## src/sic_regs.vh

```
`ifndef SIC_REGS_VH
`define SIC_REGS_VH

// ----------------------------------------------------------------------------
// Register indices (byte address is four times the index)
// ----------------------------------------------------------------------------
`define SIC_IDX_TX_FIRST   6'h18
`define SIC_IDX_TX_SECOND  6'h19
`define SIC_IDX_CTRL       6'h1a
`define SIC_IDX_FLAGS      6'h1b
`define SIC_IDX_RX_FIRST   6'h20
`define SIC_IDX_RX_SECOND  6'h21
`define SIC_IDX_IRQ_MASK   6'h22

// ----------------------------------------------------------------------------
// Control register fields
// ----------------------------------------------------------------------------
`define SIC_CTRL_IE        4
`define SIC_CTRL_EN        3
`define SIC_CTRL_ID_HI     1
`define SIC_CTRL_ID_LO     0
`define SIC_CTRL_RD_MASK   8'h1b

// ----------------------------------------------------------------------------
// Event flag fields (mask register shares the layout)
// ----------------------------------------------------------------------------
`define SIC_FLG_PEND       6
`define SIC_FLG_TX_SECOND  5
`define SIC_FLG_TX_FIRST   4
`define SIC_FLG_RX2_OVF    3
`define SIC_FLG_RX2_DONE   2
`define SIC_FLG_RX1_OVF    1
`define SIC_FLG_RX1_DONE   0
`define SIC_FLG_IMPL_MASK  8'h7f

// ----------------------------------------------------------------------------
// Reset values and defaults
// ----------------------------------------------------------------------------
`define SIC_RST_BYTE       8'h00
`define SIC_RST_IRQ_MASK   8'h7f
`define SIC_ADDR_HIGH_DEF  5'h0a
`define SIC_BITS_PER_BYTE  4'h8

`endif

```

## src/sic_bus_cond.v

```verilog
`timescale 1ns/10ps

// ----------------------------------------------------------------------------
// Clock edges and start / stop conditions of the serial bus
// ----------------------------------------------------------------------------
module sic_bus_cond (
  input  wire clk,
  input  wire resetn,
  input  wire scl_s,
  input  wire sda_s,
  output wire scl_rise,
  output wire scl_fall,
  output wire start_det,
  output wire stop_det
);

  reg scl_q_ff;
  reg sda_q_ff;

  always @(posedge clk or negedge resetn)
  begin
    if (!resetn)
    begin
      scl_q_ff <= 1'b1;
      sda_q_ff <= 1'b1;
    end
    else
    begin
      scl_q_ff <= scl_s;
      sda_q_ff <= sda_s;
    end
  end

  assign scl_rise  = scl_s & ~scl_q_ff;
  assign scl_fall  = ~scl_s & scl_q_ff;
  // Data may only move while the clock is low; a move with clock high frames
  assign start_det = scl_s & scl_q_ff & sda_q_ff & ~sda_s;
  assign stop_det  = scl_s & scl_q_ff & ~sda_q_ff & sda_s;

endmodule // sic_bus_cond

```

## src/sic_sync.v

```verilog
`timescale 1ns/10ps

// ----------------------------------------------------------------------------
// Two-flop synchroniser for pin inputs
// ----------------------------------------------------------------------------
module sic_sync #(
  parameter W = 2
) (
  input  wire         clk,
  input  wire         resetn,
  input  wire [W-1:0] d_in,
  output wire [W-1:0] d_sync
);

  reg [W-1:0] meta_ff;
  reg [W-1:0] sync_ff;

  // Idle bus is high, so both stages reset high to avoid a false start
  always @(posedge clk or negedge resetn)
  begin
    if (!resetn)
    begin
      meta_ff <= {W{1'b1}};
      sync_ff <= {W{1'b1}};
    end
    else
    begin
      meta_ff <= d_in;
      sync_ff <= meta_ff;
    end
  end

  assign d_sync = sync_ff;

endmodule // sic_sync

```

## src/sic_top.v

```verilog
// Notes on behaviour
// - First transmit byte register, reset zero
// - Second transmit byte register, reset zero
// - Enable bit; off means bus ignored
// - Two low address bits from software
// - Any event sets pending; enable gates interrupt
// - Second transmit done flag, write zero clears
// - First transmit done flag, write zero clears
// - Second receive overflow flag, write zero clears
// - Second receive done flag, write zero clears
// - First receive overflow flag, write zero clears
// - Pending flag cleared by writing zero
`timescale 1ns/10ps
`include "sic_regs.vh"

module sic_top #(
  parameter [4:0] ADDR_HIGH = `SIC_ADDR_HIGH_DEF
) (
  input  wire        clk,
  input  wire        resetn,
  input  wire        wb_cyc_i,
  input  wire        wb_stb_i,
  input  wire        wb_we_i,
  input  wire [7:0]  wb_adr_i,
  input  wire [3:0]  wb_sel_i,
  input  wire [31:0] wb_dat_i,
  output wire [31:0] wb_dat_o,
  output wire        wb_ack_o,
  output wire        irq_o,
  input  wire        scl_i,
  input  wire        sda_i,
  output wire        sda_o,
  output wire        sda_oe
);

  // --------------------------------------------------------------------------
  // Serial engine states
  // --------------------------------------------------------------------------
  localparam [2:0] ST_IDLE     = 3'h0;
  localparam [2:0] ST_ADDR     = 3'h1;
  localparam [2:0] ST_ADDR_ACK = 3'h2;
  localparam [2:0] ST_WR_BYTE  = 3'h3;
  localparam [2:0] ST_WR_ACK   = 3'h4;
  localparam [2:0] ST_RD_BYTE  = 3'h5;
  localparam [2:0] ST_RD_ACK   = 3'h6;

  // --------------------------------------------------------------------------
  // Declarations
  // --------------------------------------------------------------------------
  reg  [7:0]  tx_hold_first_ff;
  reg  [7:0]  tx_hold_second_ff;
  reg  [7:0]  serial_control_ff;
  reg  [7:0]  event_flag_ff;
  reg  [7:0]  irq_mask_ff;
  reg  [7:0]  rx_data_first_ff;
  reg  [7:0]  rx_data_second_ff;
  reg  [1:0]  rx_full_ff;
  reg  [2:0]  state_ff;
  reg  [3:0]  cnt_ff;
  reg  [7:0]  shift_ff;
  reg         rw_ff;
  reg         slot_ff;
  reg         nack_ff;
  reg         sda_oe_ff;
  reg         sda_o_ff;
  reg         ack_ff;
  reg  [31:0] dat_ff;
  reg         irq_ff;

  reg  [2:0]  nxt_state;
  reg  [3:0]  nxt_cnt;
  reg  [7:0]  nxt_shift;
  reg         nxt_rw;
  reg         nxt_slot;
  reg         nxt_nack;
  reg         nxt_sda_oe;
  reg  [1:0]  ev_rx;
  reg  [1:0]  ev_tx;
  reg  [7:0]  rd_val;
  reg  [7:0]  nxt_flags;
  reg  [1:0]  nxt_rx_full;

  wire [1:0]  pins_s;
  wire        scl_s;
  wire        sda_s;
  wire        scl_rise;
  wire        scl_fall;
  wire        start_det;
  wire        stop_det;
  wire        iface_en;
  wire [1:0]  addr_low;
  wire        bus_req;
  wire        bus_wr;
  wire        bus_rd;
  wire [1:0]  ev_ovf;
  wire [7:0]  flag_set;
  wire [7:0]  flag_clr;

  // --------------------------------------------------------------------------
  // Helpers
  // --------------------------------------------------------------------------
  function hit;
    input [7:0] adr;
    input [5:0] idx;
    begin
      hit = (adr[7:2] == idx);
    end
  endfunction

  function [7:0] tx_pick;
    input       slot;
    input [7:0] first;
    input [7:0] second;
    begin
      tx_pick = slot ? second : first;
    end
  endfunction

  // --------------------------------------------------------------------------
  // Pin synchronisation and bus conditions
  // --------------------------------------------------------------------------
  sic_sync #(
    .W (2)
  ) u_sync (
    .clk    (clk),
    .resetn (resetn),
    .d_in   ({scl_i, sda_i}),
    .d_sync (pins_s)
  );

  assign scl_s = pins_s[1];
  assign sda_s = pins_s[0];

  sic_bus_cond u_cond (
    .clk       (clk),
    .resetn    (resetn),
    .scl_s     (scl_s),
    .sda_s     (sda_s),
    .scl_rise  (scl_rise),
    .scl_fall  (scl_fall),
    .start_det (start_det),
    .stop_det  (stop_det)
  );

  assign iface_en = serial_control_ff[`SIC_CTRL_EN];
  assign addr_low = serial_control_ff[`SIC_CTRL_ID_HI:`SIC_CTRL_ID_LO];

  // --------------------------------------------------------------------------
  // Serial engine
  // --------------------------------------------------------------------------
  always @*
  begin
    nxt_state  = state_ff;
    nxt_cnt    = cnt_ff;
    nxt_shift  = shift_ff;
    nxt_rw     = rw_ff;
    nxt_slot   = slot_ff;
    nxt_nack   = nack_ff;
    nxt_sda_oe = sda_oe_ff;
    ev_rx      = 2'h0;
    ev_tx      = 2'h0;
    if (!iface_en)
    begin
      nxt_state  = ST_IDLE;
      nxt_sda_oe = 1'b0;
    end
    else if (stop_det)
    begin
      nxt_state  = ST_IDLE;
      nxt_sda_oe = 1'b0;
    end
    else if (start_det)
    begin
      nxt_state  = ST_ADDR;
      nxt_cnt    = 4'h0;
      nxt_sda_oe = 1'b0;
    end
    else
    begin
      case (state_ff)
        ST_IDLE:
        begin
          nxt_sda_oe = 1'b0;
        end
        ST_ADDR, ST_WR_BYTE:
        begin
          if (scl_rise)
          begin
            nxt_shift = {shift_ff[6:0], sda_s};
            nxt_cnt   = cnt_ff + 4'h1;
          end
          else if (scl_fall && cnt_ff == `SIC_BITS_PER_BYTE)
          begin
            if (state_ff == ST_ADDR)
            begin
              if (shift_ff[7:1] == {ADDR_HIGH, addr_low})
              begin
                nxt_sda_oe = 1'b1;
                nxt_rw     = shift_ff[0];
                nxt_slot   = 1'b0;
                nxt_state  = ST_ADDR_ACK;
              end
              else
              begin
                nxt_state = ST_IDLE;
              end
            end
            else
            begin
              ev_rx[slot_ff] = 1'b1;
              nxt_sda_oe     = 1'b1;
              nxt_slot       = ~slot_ff;
              nxt_state      = ST_WR_ACK;
            end
          end
        end
        ST_ADDR_ACK, ST_WR_ACK:
        begin
          if (scl_fall)
          begin
            nxt_cnt = 4'h0;
            if (rw_ff)
            begin
              nxt_shift  = tx_pick(slot_ff, tx_hold_first_ff, tx_hold_second_ff);
              nxt_sda_oe = ~nxt_shift[7];
              nxt_state  = ST_RD_BYTE;
            end
            else
            begin
              nxt_sda_oe = 1'b0;
              nxt_state  = ST_WR_BYTE;
            end
          end
        end
        ST_RD_BYTE:
        begin
          if (scl_rise)
          begin
            nxt_cnt = cnt_ff + 4'h1;
          end
          else if (scl_fall)
          begin
            if (cnt_ff == `SIC_BITS_PER_BYTE)
            begin
              ev_tx[slot_ff] = 1'b1;
              nxt_slot       = ~slot_ff;
              nxt_sda_oe     = 1'b0;
              nxt_state      = ST_RD_ACK;
            end
            else
            begin
              nxt_shift  = {shift_ff[6:0], 1'b0};
              nxt_sda_oe = ~shift_ff[6];
            end
          end
        end
        ST_RD_ACK:
        begin
          if (scl_rise)
          begin
            nxt_nack = sda_s;
          end
          else if (scl_fall)
          begin
            nxt_cnt = 4'h0;
            if (nack_ff)
            begin
              nxt_state = ST_IDLE;
            end
            else
            begin
              nxt_shift  = tx_pick(slot_ff, tx_hold_first_ff, tx_hold_second_ff);
              nxt_sda_oe = ~nxt_shift[7];
              nxt_state  = ST_RD_BYTE;
            end
          end
        end
        default:
        begin
          nxt_state  = ST_IDLE;
          nxt_sda_oe = 1'b0;
        end
      endcase
    end
  end

  // --------------------------------------------------------------------------
  // Register bus
  // --------------------------------------------------------------------------
  assign bus_req = wb_cyc_i & wb_stb_i & ~ack_ff;
  assign bus_wr  = bus_req & wb_we_i & wb_sel_i[0];
  assign bus_rd  = bus_req & ~wb_we_i;

  always @*
  begin
    rd_val = 8'h00;
    if (hit(wb_adr_i, `SIC_IDX_TX_FIRST))
      rd_val = tx_hold_first_ff;
    else if (hit(wb_adr_i, `SIC_IDX_TX_SECOND))
      rd_val = tx_hold_second_ff;
    else if (hit(wb_adr_i, `SIC_IDX_CTRL))
      rd_val = serial_control_ff & `SIC_CTRL_RD_MASK;
    else if (hit(wb_adr_i, `SIC_IDX_FLAGS))
      rd_val = event_flag_ff;
    else if (hit(wb_adr_i, `SIC_IDX_RX_FIRST))
      rd_val = rx_data_first_ff;
    else if (hit(wb_adr_i, `SIC_IDX_RX_SECOND))
      rd_val = rx_data_second_ff;
    else if (hit(wb_adr_i, `SIC_IDX_IRQ_MASK))
      rd_val = irq_mask_ff;
  end

  // --------------------------------------------------------------------------
  // Event flags
  // --------------------------------------------------------------------------
  // overflow when unread byte is replaced
  assign ev_ovf = ev_rx & rx_full_ff;

  assign flag_set = {1'b0, (|ev_rx) | (|ev_tx), ev_tx[1], ev_tx[0],
                     ev_ovf[1], ev_rx[1], ev_ovf[0], ev_rx[0]};

  assign flag_clr = (bus_wr && hit(wb_adr_i, `SIC_IDX_FLAGS)) ? ~wb_dat_i[7:0] : 8'h00;

  always @*
  begin
    nxt_flags = ((event_flag_ff & ~flag_clr) | flag_set) & `SIC_FLG_IMPL_MASK;
    nxt_rx_full = rx_full_ff;
    if (bus_rd && hit(wb_adr_i, `SIC_IDX_RX_FIRST))
      nxt_rx_full[0] = 1'b0;
    if (bus_rd && hit(wb_adr_i, `SIC_IDX_RX_SECOND))
      nxt_rx_full[1] = 1'b0;
    nxt_rx_full = nxt_rx_full | ev_rx;
  end

  // --------------------------------------------------------------------------
  // Flip-flops
  // --------------------------------------------------------------------------
  always @(posedge clk or negedge resetn)
  begin
    if (!resetn)
    begin
      tx_hold_first_ff  <= `SIC_RST_BYTE;
      tx_hold_second_ff <= `SIC_RST_BYTE;
      serial_control_ff <= `SIC_RST_BYTE;
      event_flag_ff     <= `SIC_RST_BYTE;
      irq_mask_ff       <= `SIC_RST_IRQ_MASK;
      rx_data_first_ff  <= `SIC_RST_BYTE;
      rx_data_second_ff <= `SIC_RST_BYTE;
      rx_full_ff        <= 2'h0;
      state_ff          <= ST_IDLE;
      cnt_ff            <= 4'h0;
      shift_ff          <= 8'h00;
      rw_ff             <= 1'b0;
      slot_ff           <= 1'b0;
      nack_ff           <= 1'b0;
      sda_oe_ff         <= 1'b0;
      sda_o_ff          <= 1'b0;
      ack_ff            <= 1'b0;
      dat_ff            <= 32'h0000_0000;
      irq_ff            <= 1'b0;
    end
    else
    begin
      state_ff  <= nxt_state;
      cnt_ff    <= nxt_cnt;
      shift_ff  <= nxt_shift;
      rw_ff     <= nxt_rw;
      slot_ff   <= nxt_slot;
      nack_ff   <= nxt_nack;
      sda_oe_ff <= nxt_sda_oe;
      // Open drain: only ever pulls low
      sda_o_ff  <= 1'b0;
      ack_ff    <= bus_req;
      dat_ff    <= bus_rd ? {24'h00_0000, rd_val} : 32'h0000_0000;
      if (bus_wr && hit(wb_adr_i, `SIC_IDX_TX_FIRST))
        tx_hold_first_ff <= wb_dat_i[7:0];
      if (bus_wr && hit(wb_adr_i, `SIC_IDX_TX_SECOND))
        tx_hold_second_ff <= wb_dat_i[7:0];
      if (bus_wr && hit(wb_adr_i, `SIC_IDX_CTRL))
        serial_control_ff <= wb_dat_i[7:0] & `SIC_CTRL_RD_MASK;
      if (bus_wr && hit(wb_adr_i, `SIC_IDX_IRQ_MASK))
        irq_mask_ff <= wb_dat_i[7:0] & `SIC_FLG_IMPL_MASK;
      // Overflow keeps the newest byte; the older one is lost
      if (ev_rx[0])
        rx_data_first_ff <= shift_ff;
      if (ev_rx[1])
        rx_data_second_ff <= shift_ff;
      rx_full_ff    <= nxt_rx_full;
      event_flag_ff <= nxt_flags;
      irq_ff <= serial_control_ff[`SIC_CTRL_IE] & (|(event_flag_ff & irq_mask_ff));
    end
  end

  assign wb_dat_o = dat_ff;
  assign wb_ack_o = ack_ff;
  assign irq_o    = irq_ff;
  assign sda_o    = sda_o_ff;
  assign sda_oe   = sda_oe_ff;

endmodule // sic_top

```

## config.mk

```make
export PLATFORM = sky130hd
export DESIGN_NAME = sic_top
export DESIGN_NICKNAME = d
export VERILOG_FILES = /design/src/sic_bus_cond.v /design/src/sic_sync.v /design/src/sic_top.v
export VERILOG_INCLUDE_DIRS = /design/src
export SDC_FILE = /design/constraint.sdc
export NUM_CORES = 1
export LEC_CHECK = 0
export ABC_CLOCK_PERIOD_IN_PS = 1900
export BUFFER_PORTS_ARGS = -buffer_cell sky130_fd_sc_hd__buf_4
export CAP_MARGIN = 15
export CELL_PAD_IN_SITES_DETAIL_PLACEMENT = 0
export CELL_PAD_IN_SITES_GLOBAL_PLACEMENT = 1
export CORE_MARGIN = 8
export CORE_UTILIZATION = 41
export CTS_BUF_LIST = sky130_fd_sc_hd__clkbuf_2 sky130_fd_sc_hd__clkbuf_4 sky130_fd_sc_hd__clkbuf_8
export DETAILED_ROUTE_END_ITERATION = 10
export PLACE_DENSITY_LB_ADDON = 0.15
export REMOVE_ABC_BUFFERS = 1
export SYNTH_ARGS = -nofsm -noshare
export SYNTH_HDL_FRONTEND = slang
export SYNTH_SLANG_ARGS = --single-unit
```

## constraint.sdc

```tcl
create_clock -name clk -period 1.9 [get_ports clk]
set_input_delay 0.38 -clock clk [delete_from_list [all_inputs] [get_ports clk]]
set_output_delay 0.38 -clock clk [all_outputs]
set_load 0.03 [all_outputs]
```

Word-level counts from Yosys, hierarchy flattened
Cells that the tools add are included.

Magnitude comparators: 2. Multipliers: 0. Add/sub/neg operators: 1. Shift-type cells: 0. Muxes and demuxes: 83. Reductions and logical operators: 26. Bitwise logic cells: 33. Div/mod/pow operators: 0. Equality and inequality tests: 41.

Operators by type and width (number): $mux W8 (17); $ne A5 B5 Y1 const B (9); $mux W3 (14); $pmux W8 S4 (1); $mux W2 (15); $mux W1 (25); $eq A6 B5 Y1 const B (4); $ne A2 B2 Y1 const B (12); $eq A6 B6 Y1 const B (3); $reduce_and A9 Y1 (2); $mux W4 (4); $pmux W3 S5 (1); $and A7 B7 Y7 (2); $mux W7 (2); $not A7 Y7 (2); $and A1 B1 Y1 (13); $reduce_and A13 Y1 (1); $not A1 Y1 (12); $pmux W4 S3 (1); $reduce_and A10 Y1 (1); $reduce_and A5 Y1 (2); $eq A3 B3 Y1 const B (3); $logic_and A1 B1 Y1 (9); $reduce_and A8 Y1 (1); other kinds (24) (30).

Memories kept: 0. Register bits: 87. Bits in latches: 0. Bits of input ports: 51. Word-level logic and storage cells: 208. RAM bits: 0. Bits in read-only memories: 0.

Longest topological paths before layout
Gate-level depths: netlist (run 1).

Depth in word-level cells: 14. Depth in mapped cells: 8. Mapped depth without buffers: 7.

Modules after synthesis
Synthesis (run 1) repeated with hierarchy kept, for this count alone.

Cell total of the unflattened synthesis: 459. Area, all modules: 4717.0 um^2.

Modules (own cells, without submodules): sic_top (times used 1, seq. area each 2035.7 um^2, cells each 449, area each 4526.8 um^2); sic_sync (times used 1, seq. area each 105.1 um^2, cells each 4, area each 105.1 um^2); sic_bus_cond (times used 1, seq. area each 52.6 um^2, cells each 6, area each 85.1 um^2).

Worst setup path after synthesis (run 1)
No wires, ideal clock.

Path type: register -> register. From: reg cnt_ff[0]. To: reg rx_data_second_ff[1]. Data arrival time: 1.771 ns. Stages on the path, launching flop included: 9. Required time: 1.775 ns. Path slack: 0.004 ns. Library setup time: 0.125 ns. Path through: dfrtp_1 -> inv_1 -> ha_1 -> nand3b_4 -> nor2_4 -> nand3_4 -> or3_4 -> buf_6 -> mux2_4.

Longest elaborated chain between the ends: 8.

Ends and longest elaborated chain: from (decl) (line sic_top.v:59) `reg [3:0] cnt_ff;`; from (signal assigned) (line sic_top.v:365) `cnt_ff <= nxt_cnt;`; $eq A4 B4 Y1 (no line); $logic_and A1 B1 Y1 (no line); $mux W2 (line sic_top.v:192) `` else if (scl_fall && cnt_ff == `SIC_BITS_PER_BYTE) ``; $mux W2 (line sic_top.v:187) `if (scl_rise)`; $mux W2 (line sic_top.v:180) `case (state_ff)`; $mux W2 (line sic_top.v:172) `else if (start_det)`; $mux W2 (line sic_top.v:167) `else if (stop_det)`; $mux W2 (line sic_top.v:162) `if (!iface_en)`; to (signal assigned) (line sic_top.v:348) `` rx_data_second_ff <= `SIC_RST_BYTE; ``; to (signal assigned) (line sic_top.v:387) `rx_data_second_ff <= shift_ff;`; to (decl) (line sic_top.v:56) `reg [7:0] rx_data_second_ff;`.

Every way passes these cells. A chain may end at the register's enable or synchronous reset.

Final worst setup path (run 1)
From: reg cnt_ff[0]. To: reg rx_data_second_ff[7].

The elaborated chain is that of the path after synthesis.

==> impl_metrics.env, run 1 <==
export IMPL_final_antenna_net_count=0
export IMPL_grt_setup_unrepaired="true"
export IMPL_synthesis_instances=433
export IMPL_mostFrequentLayoutCells="81 x sky130_fd_sc_hd__buf_4, 74 x sky130_fd_sc_hd__dfrtp_1, 45 x sky130_fd_sc_hd__o21ai_0"
export IMPL_hold_class="in -> reg"
export IMPL_core_rowCount=39
export IMPL_achievable_frequency_mhz=534.8
export IMPL_start_kind="register"
export IMPL_drc_viols=0
export IMPL_slew_limit_fails=0
export IMPL_setup_worst_path_end_class="register"
export IMPL_ctsHtreeMaxLevel=3
export IMPL_grt_pass1_vias=3476
export IMPL_final_area_um2=5575
export IMPL_chip_height_um=122.4
export IMPL_drv_max_cap_violation_count=0
export IMPL_regToRegSetupSlack_ns=0.03
export IMPL_report_final_hold_viol_count=0
export IMPL_critPathTopFamily="simple AND/OR/NAND/NOR gates"
export IMPL_finish_net_count=562
export IMPL_synth_async_sr_flop_share=1.000
export IMPL_clock_power_share=0.369
export IMPL_layout_cells_most_common="sky130_fd_sc_hd__buf_4"
export IMPL_detailed_place_area_um2=5309
export IMPL_synth_top_flop_cell="sky130_fd_sc_hd__dfrtp_1"
export IMPL_drt_pre_antenna_iters=5
export IMPL_post_route_min_period_ns=1.870
export IMPL_avgRoutedWirePerCell_um=18.57
export IMPL_power_w=0.003550
export IMPL_synth_seq_cells=87
export IMPL_static_leakage_power_nw=2.522
export IMPL_swShare=0.2477
export IMPL_clk_transition_reported_paths_ns=0.08
export IMPL_clockBufferDepth=2
export IMPL_fp_dieArea_um2=14970
export IMPL_cts_setup_buffers=0
export IMPL_worst_setup_path_type="reg -> reg"
export IMPL_synth_enable_flop_cells=0
export IMPL_clock_skew_ns=0.01223
export IMPL_synth_warnings=0
export IMPL_areaGrowthSynthToFinish_pct=20.21
export IMPL_diodes=0
export IMPL_power_combinational_fraction=0.091
export IMPL_power_per_cell_area_nw_per_um2=636.7
export IMPL_critPathMaxStageDelay_ns=0.43
export IMPL_detail_route_vias_per_cell=5.333
export IMPL_insertion_delay_ns=0.37
export IMPL_cts_sinks=87
export IMPL_global_route_wire_length_before_repair_um=19120
export IMPL_drive_above_1_share=0.3677
export IMPL_internal_power_w=0.002670
export IMPL_dp_hpwl_um=8927
export IMPL_crit_buf_inv=1
export IMPL_vias=3504
export IMPL_synth_area_per_cell_um2=10.71
export IMPL_die_width_um=122.4
export IMPL_netlist_area_um2=4638
export IMPL_detail_route_iter0_violations=167
export IMPL_grt_antenna_before_repair=0
export IMPL_crit_fanout=7
export IMPL_outcome="complete, no violations"
export IMPL_crit_required_ns=2.15
export IMPL_worstPathCellList="inv_1, ha_4, nand3b_4, nor2_4, nand3_4, or3_4, mux2_4"
export IMPL_crit_path_top_delay_cell="sky130_fd_sc_hd__or3_4"
export IMPL_global_route_congestion_overflow_total=0
export IMPL_number_of_buffers_added_by_the_clock_tree_synthesis_step=9
export IMPL_gpl_final_weighted_congestion=0.8656
export IMPL_root_buffer="sky130_fd_sc_hd__clkbuf_8"
export IMPL_synth_cell_type_count=62
export IMPL_numPortBuffers=32
export IMPL_pin_count_of_the_biggest_net_entering_global_routing=36
export IMPL_coreArea_um2=11220
export IMPL_num_io_pins=87
export IMPL_clock_tree_from_tritoncts="built"
export IMPL_post_route_period_util=0.9841
export IMPL_irDropWorstVdd_mv=0.6035
export IMPL_timing_final_setup_violations=0
export IMPL_floorplan_initialDensity=0.4133
export IMPL_synth_seq_area_share=0.4729
export IMPL_crit_arrival_ns=2.12
export IMPL_postRouteWirelength_um=12200
export IMPL_groute_usage_overall=0.1686
export IMPL_seq_power_share=0.540
export IMPL_total_switching_power_w=0.0008794
export IMPL_final_core_utilization=0.4968
## synthesized netlist by cell type, types with 8 or more instances
cell                       instances  area [µm²]
sky130_fd_sc_hd__a21oi_1          20       100.1
sky130_fd_sc_hd__buf_4            25       187.7
sky130_fd_sc_hd__clkbuf_1         10       37.54
sky130_fd_sc_hd__dfrtp_1          74        1852
sky130_fd_sc_hd__dfstp_2          13       341.6
sky130_fd_sc_hd__inv_1             8       30.03
sky130_fd_sc_hd__mux2_2           39       439.2
sky130_fd_sc_hd__mux2_4           14       210.2
sky130_fd_sc_hd__mux2i_1          18       180.2
sky130_fd_sc_hd__nand2_1          42       157.7
sky130_fd_sc_hd__nand3_1           9       45.04
sky130_fd_sc_hd__nor2_1           13       48.80
sky130_fd_sc_hd__o21ai_0          45       225.2
## through the flow
step	TNS, ns	worst slack, ns	std cells	hold slack (ns)
6_report	0	0.03025	657	0.1180
5_1_grt	-0.1937	-0.02266	657	0.08805
4_1_cts	0	0.009398	656	0.09239
3_5_place_dp	-0.7315	-0.07927	638	0.2806
3_3_place_gp	-0.6111	-0.06576	638	0.2747
2_1_floorplan	-2.514	-0.3457	410	0.08441
## flip-flops by register name, indices dropped and copies added, names as in the netlist, 2 cells and up
signal	flops
serial_control_ff	4
u_sync.meta_ff	2
u_sync.d_sync	2
rx_data_second_ff	8
event_flag_ff	7
rx_data_first_ff	8
state_ff	3
cnt_ff	4
shift_ff	8
tx_hold_first_ff	8
rx_full_ff	2
tx_hold_second_ff	8
irq_mask_ff	7
wb_dat_o	8
## worst reg2reg max path: cells and delay by family, from the launching register on
| kind | cells | cell delay [ns] |
|---|---|---|
| adders and majority gates | 1 | 0.15 |
| muxes | 1 | 0.33 |
| and+or+nand+nor | 4 | 0.78 |
| DFF | 1 | 0.39 |
| buffers and inverters | 1 | 0.10 |
## cells by family (layout without fill, tap and decap cells)
logic type	after synthesis	in the layout	synth area share
simple gates	115	117	0.1387
compound gates	99	99	0.1281
flops	87	87	0.4729
mux	71	71	0.1788
buf+inv	55	110	0.06960
xor+xnor	3	3	0.005666
fa+ha+maj	2	2	0.005394
other cells	1	25	0.0008085
## power groups by stage
stage	registers, W	logic [W]	clock network, W
floorplan	0.00195	0.000141	0
detailed placement	0.00195	0.000321	0
finish	0.00192	0.000325	0.00131
global route	0.00192	0.000352	0.00143
CTS	0.00192	0.000325	0.00136
global placement	0.00195	0.000319	0
## final timing paths
kind / from / to / cells after the start
worst max-delay path: cnt_ff[0]$_DFFE_PN0P_ / rx_data_second_ff[7]$_DFFE_PN0P_ / 7
worst min-delay path: scl_i / u_sync.meta_ff[1]$_DFF_PN1_ / 1
worst max register to register: cnt_ff[0]$_DFFE_PN0P_ / rx_data_second_ff[7]$_DFFE_PN0P_ / 7
worst min register to register: u_sync.meta_ff[0]$_DFF_PN1_ / u_sync.d_sync[0]$_DFF_PN1_ / 0
max in group asynchronous: resetn / u_cond.scl_q_ff$_DFF_PN1_ / 3
min in group asynchronous: resetn / tx_hold_second_ff[2]$_DFFE_PN0P_ / 2
## cell type report
cell class                      instances  area [µm²]
Fill cell                            1036        5648
Multi-Input combinational cell        317        2277
Sequential cell                        87        2193
Timing Repair Buffer                   86       698.2
Tap cell                              143       178.9
Clock buffer                           12       152.6
Clock inverter                          4       45.04
Inverter                                8       30.03
## repair_timing
action / 4_1_cts / 5_1_grt
resized for setup: 5 / 6
gates cloned: 1 / 1
endpoints found under the setup margin: 17 / 27
pin swaps: 3 / 3
hold buffers: 1 / 0
endpoints found under the hold margin: 14 / 0
## metal layers
layer / part of all wire / track usage / vias to the layer above / routed length, µm
met5: 0 / 0 / - / 0
met1: 0.44 / 0.2114 / 1743 / 5339
met2: 0.49 / 0.2784 / 90 / 5937
li1: - / - / 1655 / -
met3: 0.052 / 0.04508 / 16 / 637
met4: 0.023 / 0.05255 / 0 / 283
Power figures use the tool's default switching activity.
==> run 2: changes to the inputs <==
--- a/config.mk
+++ b/config.mk
@@ -15,7 +15,7 @@
 export CORE_UTILIZATION = 41
 export CTS_BUF_LIST = sky130_fd_sc_hd__clkbuf_2 sky130_fd_sc_hd__clkbuf_4 sky130_fd_sc_hd__clkbuf_8
 export DETAILED_ROUTE_END_ITERATION = 10
-export PLACE_DENSITY_LB_ADDON = 0.15
+export PLACE_DENSITY_LB_ADDON = 0.1
 export REMOVE_ABC_BUFFERS = 1
 export SYNTH_ARGS = -nofsm -noshare
 export SYNTH_HDL_FRONTEND = slang
==> run 2 against run 1 <==
  * First-iteration DRC count down 11%
  * Sequential power about the same
  * Clock skew about the same
  * Clock-buffer cell count down 2
  * Final cell count down 0.61%
  * Largest cell class unchanged
==> impl_metrics.env, run 2 (synthesis gave the netlist of run 1 again) <==
export IMPL_crit_fanout=6
export IMPL_clock_tree_from_tritoncts="built"
export IMPL_vias=3469
export IMPL_grt_antenna_before_repair=0
export IMPL_pin_count_of_the_biggest_net_entering_global_routing=40
export IMPL_detail_route_iter0_violations=149
export IMPL_groute_usage_overall=0.1740
export IMPL_finish_net_count=558
export IMPL_detailed_place_area_um2=5229
export IMPL_postRouteWirelength_um=12520
export IMPL_diodes=0
export IMPL_slew_limit_fails=0
export IMPL_worst_setup_path_type="reg -> reg"
export IMPL_irDropWorstVdd_mv=0.3637
export IMPL_insertion_delay_ns=0.37
export IMPL_grt_pass1_vias=3514
export IMPL_coreArea_um2=11220
export IMPL_drt_pre_antenna_iters=4
export IMPL_drive_above_1_share=0.3686
export IMPL_chip_height_um=122.4
export IMPL_areaGrowthSynthToFinish_pct=20.96
export IMPL_global_route_congestion_overflow_total=0
export IMPL_crit_arrival_ns=2.14
export IMPL_core_rowCount=39
export IMPL_final_antenna_net_count=0
export IMPL_start_kind="register"
export IMPL_post_route_min_period_ns=1.891
export IMPL_static_leakage_power_nw=2.524
export IMPL_achievable_frequency_mhz=528.9
export IMPL_clockBufferDepth=2
export IMPL_critPathMaxStageDelay_ns=0.58
export IMPL_numPortBuffers=32
export IMPL_hold_class="in -> reg"
export IMPL_fillers=1065
export IMPL_setup_worst_path_end_class="register"
export IMPL_mostFrequentLayoutCells="77 x sky130_fd_sc_hd__buf_4, 74 x sky130_fd_sc_hd__dfrtp_1, 43 x sky130_fd_sc_hd__o21ai_0"
export IMPL_die_width_um=122.4
export IMPL_clk_transition_reported_paths_ns=0.10
export IMPL_report_final_hold_viol_count=0
export IMPL_post_route_period_util=0.9951
export IMPL_gpl_final_weighted_congestion=0.8472
export IMPL_ctsHtreeMaxLevel=3
export IMPL_detail_route_vias_per_cell=5.312
export IMPL_drc_viols=0
export IMPL_final_cell_count_no_fill=653
export IMPL_final_core_utilization=0.4999
export IMPL_clock_skew_ns=0.01214
export IMPL_grt_setup_unrepaired="true"
export IMPL_outcome="complete, no violations"
export IMPL_number_of_buffers_added_by_the_clock_tree_synthesis_step=9
export IMPL_final_area_um2=5610
export IMPL_crit_required_ns=2.15
export IMPL_drv_max_cap_violation_count=0
export IMPL_num_io_pins=87
export IMPL_number_of_cells_in_the_design_after_placement=629
export IMPL_floorplan_initialDensity=0.4133
export IMPL_crit_buf_inv=0
export IMPL_timing_final_setup_violations=0
export IMPL_dp_hpwl_um=9114
export IMPL_whs_ns=0.1044
export IMPL_cts_sinks=87
export IMPL_power_per_cell_area_nw_per_um2=690.9
export IMPL_crit_path_top_delay_cell="sky130_fd_sc_hd__dfstp_2"
export IMPL_global_route_wire_length_before_repair_um=19840
export IMPL_critPathTopFamily="simple AND/OR/NAND/NOR gates"
export IMPL_worstPathCellList="nand2b_2, nor2_4, nand3_4, or3_4, mux2_4"
export IMPL_root_buffer="sky130_fd_sc_hd__clkbuf_8"
export IMPL_layout_cells_most_common="sky130_fd_sc_hd__buf_4"
export IMPL_avgRoutedWirePerCell_um=19.18
export IMPL_fp_dieArea_um2=14970
## run 2: layer usage
layer / track usage / up-vias / part of all wire
met3: 0.03036 / 15 / 0.054
met4: 0.06702 / 0 / 0.014
met5: 0 / - / 0
met2: 0.2849 / 82 / 0.49
li1: - / 1646 / -
met1: 0.2252 / 1726 / 0.44
## run 2: power by group
group	internal, W	switching (W)	total (W)	leakage [nW]
Clock	0.000919	0.000720	0.00164	0.124
Sequential	0.00189	0.0000252	0.00192	1.12
Combinational	0.000110	0.000212	0.000322	1.28
## run 2: final cells by class
type,instances,area [µm²],area share
tap,143,178.9,0.03189
clock inverter,6,115.1,0.02052
sequential,87,2193,0.3909
timing repair buffer,82,659.4,0.1175
inverter,8,30.03,0.005352
clock buffer,10,137.6,0.02453
multi-input combinational,317,2296,0.4092
## run 2: final timing paths
check / from / endpoint / slack [ns] / cells after the start
min in group asynchronous: resetn / rx_full_ff[0]$_DFF_PN0_ / 0.47 / 2
max: u_cond.scl_q_ff$_DFF_PN1_ / rx_data_first_ff[4]$_DFFE_PN0P_ / 0.009 / 5
min reg2reg: u_sync.meta_ff[0]$_DFF_PN1_ / u_sync.d_sync[0]$_DFF_PN1_ / 0.36 / 0
max reg2reg: u_cond.scl_q_ff$_DFF_PN1_ / rx_data_first_ff[4]$_DFFE_PN0P_ / 0.009 / 5
max in group asynchronous: resetn / tx_hold_second_ff[7]$_DFFE_PN0P_ / 0.80 / 3
min: scl_i / u_sync.meta_ff[1]$_DFF_PN1_ / 0.10 / 1
## run 2: stage by stage
step                      setup WS, ns  TNS [ns]  total power (W)
after floorplan                -0.3457    -2.514         0.002094
after global placement        -0.03949   -0.3074         0.002257
after detailed placement      -0.07331   -0.5544         0.002261
after CTS                     0.002843         0         0.003909
after global routing          -0.04244   -0.2091         0.004023
final                         0.009283         0         0.003876
## run 2: what timing repair did
action | 4_1_cts | 5_1_grt
gates cloned | 1 | 1
hold buffers | 1 | 0
gates resized for setup | 5 | 14
endpoints found under the setup margin | 22 | 29
endpoints found under the hold margin | 18 | 0
pin swaps | 3 | 8
buffers inserted | 1 | 4
